### config.mk
export PLATFORM = sky130hd
export DESIGN_NAME = gpcp_pin7
export DESIGN_NICKNAME = d
export VERILOG_FILES = /design/src/shared/gpcp_pkg.sv /design/src/gpcp_pin7.sv
export VERILOG_INCLUDE_DIRS = /design/src /design/src/shared
export SDC_FILE = /design/constraint.sdc
export NUM_CORES = 1
export LEC_CHECK = 0
export BUFFER_PORTS_ARGS = -buffer_cell sky130_fd_sc_hd__buf_2
export CAP_MARGIN = 20
export CORE_MARGIN = 2
export CORE_UTILIZATION = 53
export CTS_CLUSTER_DIAMETER = 60
export DETAILED_ROUTE_END_ITERATION = 16
export PLACE_DENSITY = 0.85
export SLEW_MARGIN = 5
export SYNTH_ARGS = -nofsm -noshare
export SYNTH_HDL_FRONTEND = slang
export SYNTH_SLANG_ARGS = --single-unit
### constraint.sdc
create_clock -name ref_clk -period 1.92 [get_ports ref_clk]
set_input_delay 0.576 -clock ref_clk [delete_from_list [all_inputs] [get_ports ref_clk]]
set_output_delay 0.576 -clock ref_clk [all_outputs]
set_load 0.005 [all_outputs]
### src/shared/gpcp_defs.svh
/*
 * Offsets, field positions, reset values and timing constants for the
 * pin 7 configuration and pull-up enable block.
 * Assumes a 10 MHz ref_clk and a byte-wide register port.
 */
`ifndef GPCP_DEFS_SVH
`define GPCP_DEFS_SVH

// register offsets
`define GPCP_OFS_CFG7 8'h77
`define GPCP_OFS_PUE 8'h78
`define GPCP_OFS_IRQ_STAT 8'h7A
`define GPCP_OFS_IRQ_MASK 8'h7B
`define GPCP_OFS_PDE 8'h79

// pin 7 configuration fields
`define GPCP_DBNC_HI 7
`define GPCP_DBNC_LO 6
`define GPCP_EDGE_HI 5
`define GPCP_EDGE_LO 4
`define GPCP_BIT_DO 3
`define GPCP_BIT_DI 2
`define GPCP_BIT_DIR 1
`define GPCP_BIT_DRV 0
`define GPCP_PIN_NUM 7

// reset values
`define GPCP_RST_CFG7 8'h00
`define GPCP_RST_PUE 8'h00
`define GPCP_RST_IRQ 2'h0

// status bits: falling event, rising event
`define GPCP_IRQ_FALL 0
`define GPCP_IRQ_RISE 1

// debounce times and clock rate
`define GPCP_CLK_HZ 10000000
`define GPCP_DB8_MS 8
`define GPCP_DB16_MS 16
`define GPCP_DB32_MS 32
`define GPCP_MS_CYC(ms) ((ms) * (`GPCP_CLK_HZ / 1000))

`endif

### src/shared/gpcp_pkg.sv
/*
 * Types for the pin 7 configuration and pull-up enable block.
 * Assumes gpcp_defs.svh is on the include path.
 */
package gpcp_pkg;

   // register port request
   typedef struct packed {
      logic [7:0] addr;
      logic [7:0] wdata;
      logic wr;
      logic rd;
   } gpcp_req_t;

   // pin drive toward the pad
   typedef struct packed {
      logic out;
      logic oe;
   } gpcp_pad_t;

   // debounce selection
   typedef enum logic [1:0] {
      GPCP_DB_NONE = 2'b00,
      GPCP_DB_8MS = 2'b01,
      GPCP_DB_16MS = 2'b10,
      GPCP_DB_32MS = 2'b11
   } gpcp_db_t;

   // debounce filter state
   typedef enum logic [0:0] {
      GPCP_ST_STABLE = 1'b0,
      GPCP_ST_CHANGE = 1'b1
   } gpcp_st_t;

endpackage : gpcp_pkg

### src/gpcp_pin7.sv
/*
 * Pin 7 configuration register, shared pull-up enable register, input
 * debounce, edge interrupt and output drive for a general purpose pin.
 * Assumes a byte register port with read data one cycle after the strobe,
 * and a pad input synchronous to ref_clk.
 */
`timescale 1ns/1ps
`include "gpcp_defs.svh"

module gpcp_pin7 #(
   parameter int DB8_CYC = `GPCP_MS_CYC(`GPCP_DB8_MS),
   parameter int DB16_CYC = `GPCP_MS_CYC(`GPCP_DB16_MS),
   parameter int DB32_CYC = `GPCP_MS_CYC(`GPCP_DB32_MS)
) (
   input wire logic ref_clk,
   input wire logic rst_b,
   input wire gpcp_pkg::gpcp_req_t reg_req,
   output logic [7:0] reg_rdata,
   input wire logic pin_in,
   output gpcp_pkg::gpcp_pad_t pin_pad,
   output logic pin7_pullup_on,
   output logic irq
);
   import gpcp_pkg::*;

   logic [1:0] rst_sync_q;
   logic rst_n;
   logic [7:0] cfg_q;
   logic [7:0] pue_q;
   logic [1:0] stat_q;
   logic [1:0] mask_q;
   logic [7:0] rdata_q;
   gpcp_pad_t pad_q;
   logic pullup_q;
   logic irq_q;
   logic level_q;
   logic level_prev_q;
   gpcp_st_t st_q;
   logic [31:0] cnt_q;
   logic [31:0] db_lim;
   logic is_input;
   logic rise_ev;
   logic fall_ev;
   logic [1:0] ev_set;
   logic [1:0] w1c;

   // debounce limit decoder, shared by the filter and its check
   function automatic logic [31:0] db_limit(input logic [1:0] sel);
      case (sel)
         GPCP_DB_8MS: db_limit = 32'(DB8_CYC);
         GPCP_DB_16MS: db_limit = 32'(DB16_CYC);
         GPCP_DB_32MS: db_limit = 32'(DB32_CYC);
         default: db_limit = 32'h0;
      endcase
   endfunction : db_limit

   // reset release through two flops, assertion stays asynchronous
   always_ff @(posedge ref_clk or negedge rst_b) begin
      if (!rst_b) begin
         rst_sync_q <= 2'h0;
      end else begin
         rst_sync_q <= {rst_sync_q[0], 1'b1};
      end
   end
   assign rst_n = rst_sync_q[1];

   // pin 7 has no alternate polarity, the bit is direction only
   assign is_input = cfg_q[`GPCP_BIT_DIR];
   assign db_lim = db_limit(cfg_q[`GPCP_DBNC_HI:`GPCP_DBNC_LO]);

   // configuration register writes
   always_ff @(posedge ref_clk or negedge rst_n) begin
      if (!rst_n) begin
         cfg_q <= `GPCP_RST_CFG7;
      end else if (reg_req.wr && reg_req.addr == `GPCP_OFS_CFG7) begin
         if (is_input) begin
            cfg_q <= {reg_req.wdata[`GPCP_DBNC_HI:`GPCP_BIT_DO], level_q,
               reg_req.wdata[`GPCP_BIT_DIR:`GPCP_BIT_DRV]};
         end else begin
            cfg_q <= reg_req.wdata;
         end
      end else if (is_input) begin
         cfg_q[`GPCP_BIT_DI] <= level_q;
      end
   end

   // pull-up enables, one bit per pin
   always_ff @(posedge ref_clk or negedge rst_n) begin
      if (!rst_n) begin
         pue_q <= `GPCP_RST_PUE;
      end else if (reg_req.wr && reg_req.addr == `GPCP_OFS_PUE) begin
         pue_q <= reg_req.wdata;
      end
   end

   // debounce filter on both edges; a change must hold for the full time
   always_ff @(posedge ref_clk or negedge rst_n) begin
      if (!rst_n) begin
         level_q <= 1'b0;
         st_q <= GPCP_ST_STABLE;
         cnt_q <= 32'h0;
      end else if (!is_input || db_lim == 32'h0) begin
         // filter bypassed in output mode or with no debounce
         level_q <= pin_in;
         st_q <= GPCP_ST_STABLE;
         cnt_q <= 32'h0;
      end else begin
         case (st_q)
            GPCP_ST_STABLE: begin
               cnt_q <= 32'h0;
               if (pin_in != level_q) begin
                  st_q <= GPCP_ST_CHANGE;
                  cnt_q <= 32'h1;
               end
            end
            GPCP_ST_CHANGE: begin
               if (pin_in == level_q) begin
                  st_q <= GPCP_ST_STABLE;
               end else if (cnt_q >= db_lim) begin
                  level_q <= pin_in;
                  st_q <= GPCP_ST_STABLE;
               end else begin
                  cnt_q <= cnt_q + 32'h1;
               end
            end
            default: begin
               st_q <= GPCP_ST_STABLE;
            end
         endcase
      end
   end

   // previous filtered level for edge detection
   always_ff @(posedge ref_clk or negedge rst_n) begin
      if (!rst_n) begin
         level_prev_q <= 1'b0;
      end else begin
         level_prev_q <= level_q;
      end
   end

   // edge select, ignored in output mode, on filtered level
   assign rise_ev = is_input && cfg_q[`GPCP_EDGE_HI] && level_q && !level_prev_q;
   assign fall_ev = is_input && cfg_q[`GPCP_EDGE_LO] && !level_q && level_prev_q;
   assign ev_set = {rise_ev, fall_ev};
   assign w1c = (reg_req.wr && reg_req.addr == `GPCP_OFS_IRQ_STAT) ? reg_req.wdata[1:0] : 2'h0;

   // sticky status, a new event wins over a clear in the same cycle
   always_ff @(posedge ref_clk or negedge rst_n) begin
      if (!rst_n) begin
         stat_q <= `GPCP_RST_IRQ;
      end else begin
         stat_q <= (stat_q & ~w1c) | ev_set;
      end
   end

   // interrupt mask, 1 lets the status bit through
   always_ff @(posedge ref_clk or negedge rst_n) begin
      if (!rst_n) begin
         mask_q <= `GPCP_RST_IRQ;
      end else if (reg_req.wr && reg_req.addr == `GPCP_OFS_IRQ_MASK) begin
         mask_q <= reg_req.wdata[1:0];
      end
   end

   // registered interrupt level, one cycle behind status
   always_ff @(posedge ref_clk or negedge rst_n) begin
      if (!rst_n) begin
         irq_q <= 1'b0;
      end else begin
         irq_q <= |(stat_q & mask_q);
      end
   end

   // pad drive; drive type unused in input mode
   always_ff @(posedge ref_clk or negedge rst_n) begin
      if (!rst_n) begin
         pad_q <= '0;
      end else if (is_input) begin
         pad_q <= '0;
      end else begin
         // low always driven, high only when push-pull
         pad_q.out <= cfg_q[`GPCP_BIT_DO];
         pad_q.oe <= !cfg_q[`GPCP_BIT_DO] || cfg_q[`GPCP_BIT_DRV];
      end
   end

   // pull-up for this pin follows its enable bit; pull choice is software's job
   always_ff @(posedge ref_clk or negedge rst_n) begin
      if (!rst_n) begin
         pullup_q <= 1'b0;
      end else begin
         pullup_q <= pue_q[`GPCP_PIN_NUM];
      end
   end

   // read data one cycle after the strobe; unmapped addresses read zero
   always_ff @(posedge ref_clk or negedge rst_n) begin
      if (!rst_n) begin
         rdata_q <= 8'h00;
      end else if (reg_req.rd) begin
         case (reg_req.addr)
            `GPCP_OFS_CFG7: rdata_q <= cfg_q;
            `GPCP_OFS_PUE: rdata_q <= pue_q;
            `GPCP_OFS_IRQ_STAT: rdata_q <= {6'h00, stat_q};
            `GPCP_OFS_IRQ_MASK: rdata_q <= {6'h00, mask_q};
            default: rdata_q <= 8'h00;
         endcase
      end else begin
         rdata_q <= 8'h00;
      end
   end

   assign reg_rdata = rdata_q;
   assign pin_pad = pad_q;
   assign pin7_pullup_on = pullup_q;
   assign irq = irq_q;

   // debounce hold time; a mode switch is excluded
   a_db_hold: assert property (@(posedge ref_clk) disable iff (!rst_n)
      ($past(is_input) && is_input && db_lim != 32'h0 && $changed(level_q)
      && $stable(cfg_q[`GPCP_DBNC_HI:`GPCP_DBNC_LO])) |-> $past(cnt_q) >= db_lim)
      else $error("debounce released too early");

   a_db_none: assert property (@(posedge ref_clk) disable iff (!rst_n)
      ($past(rst_n) && $past(is_input) && $past(db_lim) == 32'h0)
      |-> level_q == $past(pin_in))
      else $error("unfiltered level lags the pin");

   a_db_revert: assert property (@(posedge ref_clk) disable iff (!rst_n)
      (is_input && db_lim != 32'h0 && st_q == GPCP_ST_CHANGE && pin_in == level_q)
      |=> (st_q == GPCP_ST_STABLE && $stable(level_q)))
      else $error("glitch reached the filtered level");

   // output mode bypass; the first cycle out of reset is skipped
   a_db_bypass: assert property (@(posedge ref_clk) disable iff (!rst_n)
      ($past(rst_n) && !$past(is_input)) |-> level_q == $past(pin_in))
      else $error("filter not bypassed in output mode");

   a_edge_rise: assert property (@(posedge ref_clk) disable iff (!rst_n)
      (is_input && cfg_q[`GPCP_EDGE_HI] && $rose(level_q))
      |=> stat_q[`GPCP_IRQ_RISE])
      else $error("rise event lost");

   a_edge_fall: assert property (@(posedge ref_clk) disable iff (!rst_n)
      (is_input && cfg_q[`GPCP_EDGE_LO] && $fell(level_q))
      |=> stat_q[`GPCP_IRQ_FALL])
      else $error("fall event lost");

   a_edge_mask: assert property (@(posedge ref_clk) disable iff (!rst_n)
      (is_input && cfg_q[`GPCP_EDGE_HI:`GPCP_EDGE_LO] == 2'h0) |-> ev_set == 2'h0)
      else $error("event with edge field masked");

   a_out_noedge: assert property (@(posedge ref_clk) disable iff (!rst_n)
      !is_input |-> ev_set == 2'h0)
      else $error("event in output mode");

   a_out_level: assert property (@(posedge ref_clk) disable iff (!rst_n)
      ($past(rst_n) && !$past(is_input)) |-> pad_q.out == $past(cfg_q[`GPCP_BIT_DO]))
      else $error("wrong output level");

   a_in_level: assert property (@(posedge ref_clk) disable iff (!rst_n)
      ($past(is_input) && is_input) |-> cfg_q[`GPCP_BIT_DI] == $past(level_q))
      else $error("input level stale");

   a_in_nowrite: assert property (@(posedge ref_clk) disable iff (!rst_n)
      (is_input && reg_req.wr && reg_req.addr == `GPCP_OFS_CFG7)
      |=> cfg_q[`GPCP_BIT_DI] == $past(level_q))
      else $error("input level taken from software");

   a_out_low: assert property (@(posedge ref_clk) disable iff (!rst_n)
      ($past(rst_n) && !$past(cfg_q[`GPCP_BIT_DIR]) && !$past(cfg_q[`GPCP_BIT_DO]))
      |-> (pad_q.oe && !pad_q.out))
      else $error("output direction not driving low");

   a_out_drive: assert property (@(posedge ref_clk) disable iff (!rst_n)
      ($past(rst_n) && !$past(is_input))
      |-> pad_q.oe == (!$past(cfg_q[`GPCP_BIT_DO]) || $past(cfg_q[`GPCP_BIT_DRV])))
      else $error("wrong output enable");

   a_in_release: assert property (@(posedge ref_clk) disable iff (!rst_n)
      $past(is_input) |-> !pad_q.oe)
      else $error("pad driven in input mode");

   a_pue_write: assert property (@(posedge ref_clk) disable iff (!rst_n)
      (reg_req.wr && reg_req.addr == `GPCP_OFS_PUE)
      |=> pue_q == $past(reg_req.wdata))
      else $error("pull-up write lost");

   a_pue_read: assert property (@(posedge ref_clk) disable iff (!rst_n)
      (reg_req.rd && reg_req.addr == `GPCP_OFS_PUE) |=> rdata_q == $past(pue_q))
      else $error("pull-up read wrong");

   a_pullup_map: assert property (@(posedge ref_clk) disable iff (!rst_n)
      $past(rst_n) |-> pullup_q == $past(pue_q[`GPCP_PIN_NUM]))
      else $error("pull-up taken from wrong bit");

   a_stat_sticky: assert property (@(posedge ref_clk) disable iff (!rst_n)
      (stat_q[`GPCP_IRQ_FALL] && !w1c[`GPCP_IRQ_FALL]) |=> stat_q[`GPCP_IRQ_FALL])
      else $error("status dropped");

   a_stat_rise: assert property (@(posedge ref_clk) disable iff (!rst_n)
      (stat_q[`GPCP_IRQ_RISE] && !w1c[`GPCP_IRQ_RISE]) |=> stat_q[`GPCP_IRQ_RISE])
      else $error("rise status dropped");

   a_irq_level: assert property (@(posedge ref_clk) disable iff (!rst_n)
      $past(rst_n) |-> irq_q == |($past(stat_q) & $past(mask_q)))
      else $error("interrupt level wrong");

endmodule : gpcp_pin7

==> flow_summary.rst, run 1 <==
.. list-table::
   :header-rows: 1

   * - Metric
     - Value
   * - Result of the run
     - complete, but fails checks
   * - Violated checks
     - negative setup slack
   * - Global routing usage on met3
     - 0.0914
   * - Number of non-filler instances in the completed layout
     - 511
   * - Max-slew headroom at the worst pin
     - 0.544
   * - Nature of the critical path endpoint
     - flip-flop
   * - Vias per Instance
     - 6.54
   * - Cell Count Post-Placement
     - 474
   * - Die outline width
     - 85.2 microns
   * - Share of the yosys chip area belonging to registers
     - 0.494
   * - Portion of total power attributed to combinational logic
     - 0.140
   * - Critical Path AT
     - 3.00 ns
   * - DRC
     - 0
   * - Total wire length after detailed routing
     - 12.1 mm
   * - Via count
     - 3344
   * - Placed wire-length estimate
     - 6.35 mm
   * - Number of clock sinks
     - 69
   * - FMAX
     - 370 MHz
   * - TritonCTS clock tree
     - built
   * - Standard cell core area
     - 0.00635 sq mm
   * - Starting Density
     - 0.550
   * - Most common cell in the synthesized netlist
     - sky130_fd_sc_hd__dfrtp_1
   * - Sw power
     - 0.952 mW
   * - Pwr Total
     - 3.42 mW
   * - Cells traversed along the worst timing path
     - buf_6 > buf_6 > ha_4 > ha_4 > or4b_4 > o41ai_4 > buf_4 > a211o_4 > buf_4 > o31ai_1 > a21oi_1
   * - Largest net degree at the start of global routing
     - 46
   * - Pin slew with the least headroom to its limit
     - 0.680 ns
   * - Area contributors post-synth
     - sky130_fd_sc_hd__dfrtp_1 (49%), sky130_fd_sc_hd__ha_1 (6.1%), sky130_fd_sc_hd__mux2_2 (5.5%)
   * - GR met1 Demand/Resource
     - 0.400
   * - Cts bufs inserted
     - 9
   * - First-pass GRT wire length
     - 17.5 mm
   * - Final setup margin
     - -0.786 ns
   * - Initial antenna violation count
     - 0
   * - Share of the clock period used by the worst path after layout
     - 1.41
   * - Leakage power of the design
     - 2.26 nW
   * - Post-Synthesis Cells
     - 318
   * - # port buffers
     - 32
   * - Count of final hold-check violations
     - 0
   * - Portion of total power attributed to the clock network
     - 0.414
   * - EDFF count, synth
     - 0
   * - Number of top-level design ports
     - 33
   * - Share of post-route cells with drive strength above 1
     - 0.465
   * - Time the worst path needs with I/O delays and setup
     - 2.71 ns
   * - Internal
     - 2.47 mW
   * - Cell type contributing the most total cell area after synthesis
     - sky130_fd_sc_hd__dfrtp_1
   * - Remaining Overflow, GRT
     - 0
   * - Worst setup skew after layout
     - 0.00887 ns
   * - Path type of the worst setup path
     - reg2reg
   * - Routed Antenna Nets
     - 0
   * - Nets
     - 467
   * - RePlAce Congestion
     - 0.879
   * - Yosys cell types
     - 57
   * - Power Dens Cells
     - 686 mW/mm^2
   * - Path class of the lowest-slack min-delay path
     - reg2async
   * - Type of element launching the critical path
     - flip-flop
   * - Dominant delay contributor by cell family on the critical path
     - compound AO/OA/AOI/OAI gates
   * - Buffer and inverter count on the worst path
     - 4
   * - Max stage delay cell, worst path
     - sky130_fd_sc_hd__or4b_4
   * - Number of synthesized register bits
     - 69
   * - Antenna cells
     - 0
   * - Switching portion of total power
     - 0.278
   * - Chip Height
     - 85.2 microns
   * - Insertion delay of the later-clocked pin in the worst-skew pair
     - 0.38 ns
   * - WP data required
     - 2.21 ns
   * - Final TNS setup
     - -15.49 ns
   * - Combined area of all synthesized cells
     - 0.00349 sq mm
   * - Number of global-route vias before repair
     - 3425
   * - Number of nets in the synthesized netlist
     - 356
   * - Worst Setup Slack post-DPL
     - -0.775 ns
   * - Root buffer selected by CTS
     - sky130_fd_sc_hd__clkbuf_8
   * - Proportion of register bits with asynchronous set or reset after synthesis
     - 1.00
   * - Dominant synthesized flop cell
     - sky130_fd_sc_hd__dfrtp_1
   * - Area growth, synth to finish
     - 42.7%
   * - Drt first-iter violations
     - 415
   * - Final hold slack
     - 0.272 ns
   * - Die Footprint
     - 0.00726 sq mm
   * - Portion of total power attributed to sequential cells
     - 0.446
   * - Maximum clock insertion buffer count
     - 2
   * - Clock slew at the register clock pins of the worst setup and hold paths
     - 0.09 ns
   * - Met2 Usage GRT
     - 0.501
   * - Detailed-routing iteration count for the pre-antenna-repair pass
     - 6
   * - Final number of setup-violating endpoints
     - 22
   * - Global route hottest layer
     - met2
   * - Final slew viol count
     - 0
   * - Top cell type's share of synthesized area
     - 0.494
   * - Row Count
     - 29
   * - Worst voltage drop across the vdd grid
     - 872 uV
   * - Maximum capacitance violations
     - 0
   * - Overall routing resource usage
     - 0.318
   * - Commonest cells in the netlist
     - sky130_fd_sc_hd__dfrtp_1 (69), sky130_fd_sc_hd__nand2_1 (32), sky130_fd_sc_hd__ha_1 (17), sky130_fd_sc_hd__mux2_2 (17), sky130_fd_sc_hd__inv_1 (15)
   * - Number of H-tree branching levels
     - 3
   * - Largest fanout on the critical path
     - 6
   * - Post-Synthesis Mean Instance Area
     - 11.0 sq um
   * - Max stage delay on crit path
     - 0.46 ns
   * - Ys Warns
     - 0
   * - Routed wire per std cell
     - 23.6 microns
   * - Setup repair after global routing missed its margin
     - true
==> layout by cell type, fill, tap and decap left out, types with 9 or more instances in the layout <==
cell type and instances:
sky130_fd_sc_hd__and3_1 12, sky130_fd_sc_hd__buf_2 32, sky130_fd_sc_hd__buf_4 61, sky130_fd_sc_hd__buf_6 13, sky130_fd_sc_hd__clkbuf_8 9, sky130_fd_sc_hd__dfrtp_1 67
sky130_fd_sc_hd__ha_4 9, sky130_fd_sc_hd__inv_1 9, sky130_fd_sc_hd__mux2_2 17, sky130_fd_sc_hd__mux2i_1 12, sky130_fd_sc_hd__nand2_1 30, sky130_fd_sc_hd__nand2b_1 10
sky130_fd_sc_hd__nand4_1 13, sky130_fd_sc_hd__nor2_1 10
==> kinds of logic (layout without fill, tap and decap cells) <==
group           count (synthesis)  in the layout  share of synthesized area
compound gates                 48             50                      0.106
xor+xnor                        2              2                    0.00501
fa+ha+maj                      17             17                     0.0609
buf+inv                        26            140                     0.0326
flops                          69             69                      0.494
mux                            29             29                     0.0892
other cells                     1              1                    0.00107
simple gates                  126            126                      0.212
==> cell type report <==
class / instances / area (sq um)
clock inverters: 7 / 105
flip-flops and latches: 69 / 1730
repair buffers: 109 / 815
inverters: 15 / 58.8
clock buffers: 9 / 124
well taps: 77 / 96.3
multi-input cells: 225 / 2060
fillers: 318 / 1360
==> worst paths after layout <==
kind | slack, ns | startpoint | endpoint | depth (start not counted)
worst max-delay path | -0.79 | cfg_q[6]$_DFFE_PN0P_ | cnt_q[10]$_DFFE_PN0P_ | 11
worst min register to register | 0.27 | rst_sync_q[1]$_DFF_PN0_ | cnt_q[12]$_DFFE_PN0P_ | 0
worst max register to register | -0.79 | cfg_q[6]$_DFFE_PN0P_ | cnt_q[10]$_DFFE_PN0P_ | 11
min in group ref_clk | 0.36 | rst_sync_q[0]$_DFF_PN0_ | rst_sync_q[1]$_DFF_PN0_ | 0
max in group asynchronous | 1.01 | rst_sync_q[1]$_DFF_PN0_ | cfg_q[7]$_DFFE_PN0P_ | 1
worst min-delay path | 0.27 | rst_sync_q[1]$_DFF_PN0_ | cnt_q[12]$_DFFE_PN0P_ | 0
==> through the flow <==
step           utilization  cell area [sq um]
4_1_cts              0.748               4750
2_1_floorplan            -               3550
5_1_grt              0.785               4990
3_5_place_dp         0.662               4200
6_report             0.785               4990
3_3_place_gp         0.662               4200
==> worst reg2reg max path, stage by stage, from the launching register on <==
cell and delay, ns:
sky130_fd_sc_hd__dfrtp_1 0.44, sky130_fd_sc_hd__buf_6 0.14, sky130_fd_sc_hd__buf_6 0.11, sky130_fd_sc_hd__ha_4 0.17, sky130_fd_sc_hd__ha_4 0.25, sky130_fd_sc_hd__or4b_4 0.46, sky130_fd_sc_hd__o41ai_4 0.26, sky130_fd_sc_hd__buf_4 0.17
sky130_fd_sc_hd__a211o_4 0.21, sky130_fd_sc_hd__buf_4 0.14, sky130_fd_sc_hd__o31ai_1 0.07, sky130_fd_sc_hd__a21oi_1 0.19
==> flip-flops by register name, indices dropped and copies added, names as in the netlist <==
register and count:
reg_rdata 8, pin_pad 2, st_q 1, irq 1
cnt_q 32, stat_q 2, level_prev_q 1, pue_q 8
mask_q 2, rst_sync_q 2, cfg_q 8, pin7_pullup_on 1
level_q 1
==> repair_timing <==
| action | CTS | global route |
|---|---|---|
| setup endpoints to repair | 22 | 22 |
| hold buffers | 1 | 0 |
| cloned | 1 | 1 |
| pin swaps | 11 | 16 |
| hold endpoints to repair | 2 | 0 |
| setup buffers | 10 | 8 |
| resized for setup | 33 | 37 |
==> power by group through the flow <==
| stage | combinational, mW | clock (mW) | sequential [mW] |
|---|---|---|---|
| after floorplan | 0.140 | 0 | 1.55 |
| after global placement | 0.245 | 0 | 1.55 |
| after detailed placement | 0.258 | 0 | 1.55 |
| after CTS | 0.364 | 1.41 | 1.52 |
| after global routing | 0.506 | 1.49 | 1.53 |
| final | 0.480 | 1.41 | 1.52 |
==> per-layer routing <==
| layer | up-vias | wire length (microns) |
|---|---|---|
| met5 | - | 0 |
| met4 | 0 | 595 |
| met3 | 56 | 1100 |
| met2 | 233 | 5860 |
| met1 | 1656 | 4500 |
| li1 | 1399 | - |
No activity file was read; power rests on OpenSTA's default activity.
==> run 2: changes to the inputs <==
Settings changed: SKIP_CTS_REPAIR_TIMING from default to 1.
==> flow_summary.rst, run 2 (synthesized netlist as in run 1, its figures left out) <==
.. list-table::
   :header-rows: 1

   * - Metric
     - Value
   * - Largest net degree at the start of global routing
     - 46 (unchanged)
   * - Total wire length after detailed routing
     - 12.1 mm (+0.11%)
   * - Number of clock sinks
     - 69 (unchanged)
   * - Remaining Overflow, GRT
     - 0 (unchanged)
   * - Max stage delay on crit path
     - 0.46 ns (about the same)
   * - Pwr Total
     - 3.35 mW (-2.0%)
   * - Number of non-filler instances in the completed layout
     - 506 (-0.98%)
   * - Count of final hold-check violations
     - 0 (unchanged)
   * - Dominant delay contributor by cell family on the critical path
     - compound AO/OA/AOI/OAI gates
   * - Max-slew headroom at the worst pin
     - 0.509 (-0.0349)
   * - DRC
     - 0 (unchanged)
   * - First-pass GRT wire length
     - 15.1 mm (-13%)
   * - Beginning of the critical path
     - cfg_q[7]$_DFFE_PN0P_
   * - Register name with the most flops
     - cnt_q
   * - Nets
     - 462 (-1.1%)
   * - Chip Height
     - 85.2 microns (unchanged)
   * - Number of global-route vias before repair
     - 3122 (-8.8%)
   * - Maximum clock insertion buffer count
     - 2 (unchanged)
   * - R2r endpoint
     - cnt_q[14]$_DFFE_PN0P_
   * - Number of cells on the critical path
     - 9 (-2)
   * - Max reg flops
     - 32 (unchanged)
   * - Antenna cells
     - 0 (unchanged)
   * - Power Dens Cells
     - 692 mW/mm^2 (+0.85%)
   * - Worst setup skew after layout
     - 0.0130 ns (+0.00410 ns)
   * - Routed Antenna Nets
     - 0 (unchanged)
   * - Time the worst path needs with I/O delays and setup
     - 2.85 ns (+0.143 ns)
   * - Path type of the worst setup path
     - reg2reg
   * - Path class of the lowest-slack min-delay path
     - reg2async
   * - Slack of the worst reg-to-reg path
     - -0.93 ns (-0.14 ns)
   * - Crit path capture
     - cnt_q[14]$_DFFE_PN0P_
   * - Type of element launching the critical path
     - flip-flop
   * - Worst voltage drop across the vdd grid
     - 903 uV (+3.5%)
   * - Initial antenna violation count
     - 0 (unchanged)
   * - Vias per Instance
     - 6.75 (+3.2%)
   * - Violated checks
     - negative setup slack
   * - Starting Density
     - 0.550 (unchanged)
   * - Detailed-routing iteration count for the pre-antenna-repair pass
     - 5 (-1)
   * - Buffer and inverter count on the worst path
     - 2 (-2)
   * - Die Footprint
     - 0.00726 sq mm (unchanged)
   * - Overall routing resource usage
     - 0.272 (-0.0465)
   * - Commonest cells after routing, fill and taps aside
     - sky130_fd_sc_hd__dfrtp_1 (67), sky130_fd_sc_hd__buf_4 (67), sky130_fd_sc_hd__buf_2 (32)
   * - Setup repair after global routing missed its margin
     - true
   * - Critical Path AT
     - 3.09 ns (+0.09 ns)
   * - Number of top-level design ports
     - 33 (unchanged)
   * - Final number of setup-violating endpoints
     - 22 (unchanged)
   * - Largest fanout on the critical path
     - 7 (+1)
   * - Pin slew with the least headroom to its limit
     - 0.732 ns (+0.0521 ns)
   * - Share of the clock period used by the worst path after layout
     - 1.48 (+0.0743)
   * - Share of post-route cells with drive strength above 1
     - 0.443 (-0.0225)
   * - Cells traversed along the worst timing path
     - ha_2 > inv_4 > ha_4 > a211oi_2 > nand4_1 > buf_4 > a211oi_4 > nand2_1 > o31ai_1
   * - Final slew viol count
     - 0 (unchanged)
   * - TritonCTS clock tree
     - built
   * - Count of cells along the worst register-to-register path
     - 9 (-2)
   * - Placed wire-length estimate
     - 6.35 mm (unchanged)
   * - Cell Count Post-Placement
     - 474 (unchanged)
   * - Leakage power of the design
     - 2.22 nW (-1.7%)
   * - FMAX
     - 351 MHz (-5.0%)
   * - Final setup margin
     - -0.929 ns (-0.143 ns)
   * - Clock slew at the register clock pins of the worst setup and hold paths
     - 0.09 ns (about the same)
   * - Cell area reported after detailed placement
     - 0.00420 sq mm (unchanged)
   * - Routed wire per std cell
     - 23.8 microns (+1.1%)
   * - Result of the run
     - complete, but fails checks
   * - Area growth, synth to finish
     - 38.6%
   * - Nature of the critical path endpoint
     - flip-flop
   * - Die outline width
     - 85.2 microns (unchanged)
   * - Drt first-iter violations
     - 413 (-0.48%)
   * - Non-Filler Cell Area, Final
     - 0.00484 sq mm (-2.9%)
   * - Max stage delay cell, worst path
     - sky130_fd_sc_hd__dfrtp_2
   * - WP data required
     - 2.16 ns (-0.05 ns)
   * - Cts bufs inserted
     - 9 (unchanged)
   * - Reg2reg start
     - cfg_q[7]$_DFFE_PN0P_
   * - Standard cell core area
     - 0.00635 sq mm (unchanged)
   * - Number of H-tree branching levels
     - 3 (unchanged)
   * - Maximum capacitance violations
     - 0 (unchanged)
   * - Insertion delay of the later-clocked pin in the worst-skew pair
     - 0.38 ns (about the same)
   * - Root buffer selected by CTS
     - sky130_fd_sc_hd__clkbuf_8
   * - Via count
     - 3416 (+2.2%)
   * - # port buffers
     - 32 (unchanged)
   * - RePlAce Congestion
     - 0.879 (unchanged)
   * - Final hold slack
     - 0.262 ns (-0.00965 ns)
   * - Row Count
     - 29 (unchanged)
## run 2: worst register-to-register path: stages, from the launching register on
cell and delay, ns:
sky130_fd_sc_hd__dfrtp_2 0.46, sky130_fd_sc_hd__ha_2 0.21, sky130_fd_sc_hd__inv_4 0.08, sky130_fd_sc_hd__ha_4 0.21, sky130_fd_sc_hd__a211oi_2 0.25, sky130_fd_sc_hd__nand4_1 0.30
sky130_fd_sc_hd__buf_4 0.25, sky130_fd_sc_hd__a211oi_4 0.38, sky130_fd_sc_hd__nand2_1 0.17, sky130_fd_sc_hd__o31ai_1 0.40
## run 2: layer usage
layer / share of wire / GRT usage
met1: 0.36 / 0.351
met2: 0.47 / 0.435
met3: 0.096 / 0.0749
met4: 0.068 / 0.113
met5: 0 / 0
## run 2: where the power goes
part	switching [mW]	total, mW	internal [mW]
Clock	0.656	1.41	0.754
Sequential	0.0377	1.53	1.49
Combinational	0.224	0.415	0.191
## run 2: cell type report
type,count,area (sq um)
multi-input combinational,225,1990
sequential,69,1730
fill,347,1510
timing repair buffer,104,736
clock buffer,9,124
clock inverter,7,105
tap,77,96.3
inverter,15,58.8
## run 2: how the worst min path moves through the flow
stage	from	endpoint	depth (start not counted)	slack [ns]
CTS	rst_b	rst_sync_q[1]$_DFF_PN0_	1	-0.03
detailed placement	rst_sync_q[1]$_DFF_PN0_	cnt_q[20]$_DFFE_PN0P_	0	0.27
floorplan	rst_b	rst_sync_q[0]$_DFF_PN0_	0	0.28
global route	rst_sync_q[1]$_DFF_PN0_	cnt_q[0]$_DFFE_PN0P_	0	0.31
finish	rst_sync_q[1]$_DFF_PN0_	cnt_q[12]$_DFFE_PN0P_	0	0.26
global placement	rst_sync_q[1]$_DFF_PN0_	cnt_q[22]$_DFFE_PN0P_	0	0.26
## run 2: per-stage QoR
stage | TNS [ns] | setup WS, ns | util
floorplan | -7.61 | -0.364 | -
global placement | -10.57 | -0.565 | 0.662
detailed placement | -14.10 | -0.775 | 0.662
CTS | -14.15 | -0.805 | 0.698
global route | -18.20 | -0.934 | 0.763
finish | -17.57 | -0.929 | 0.763
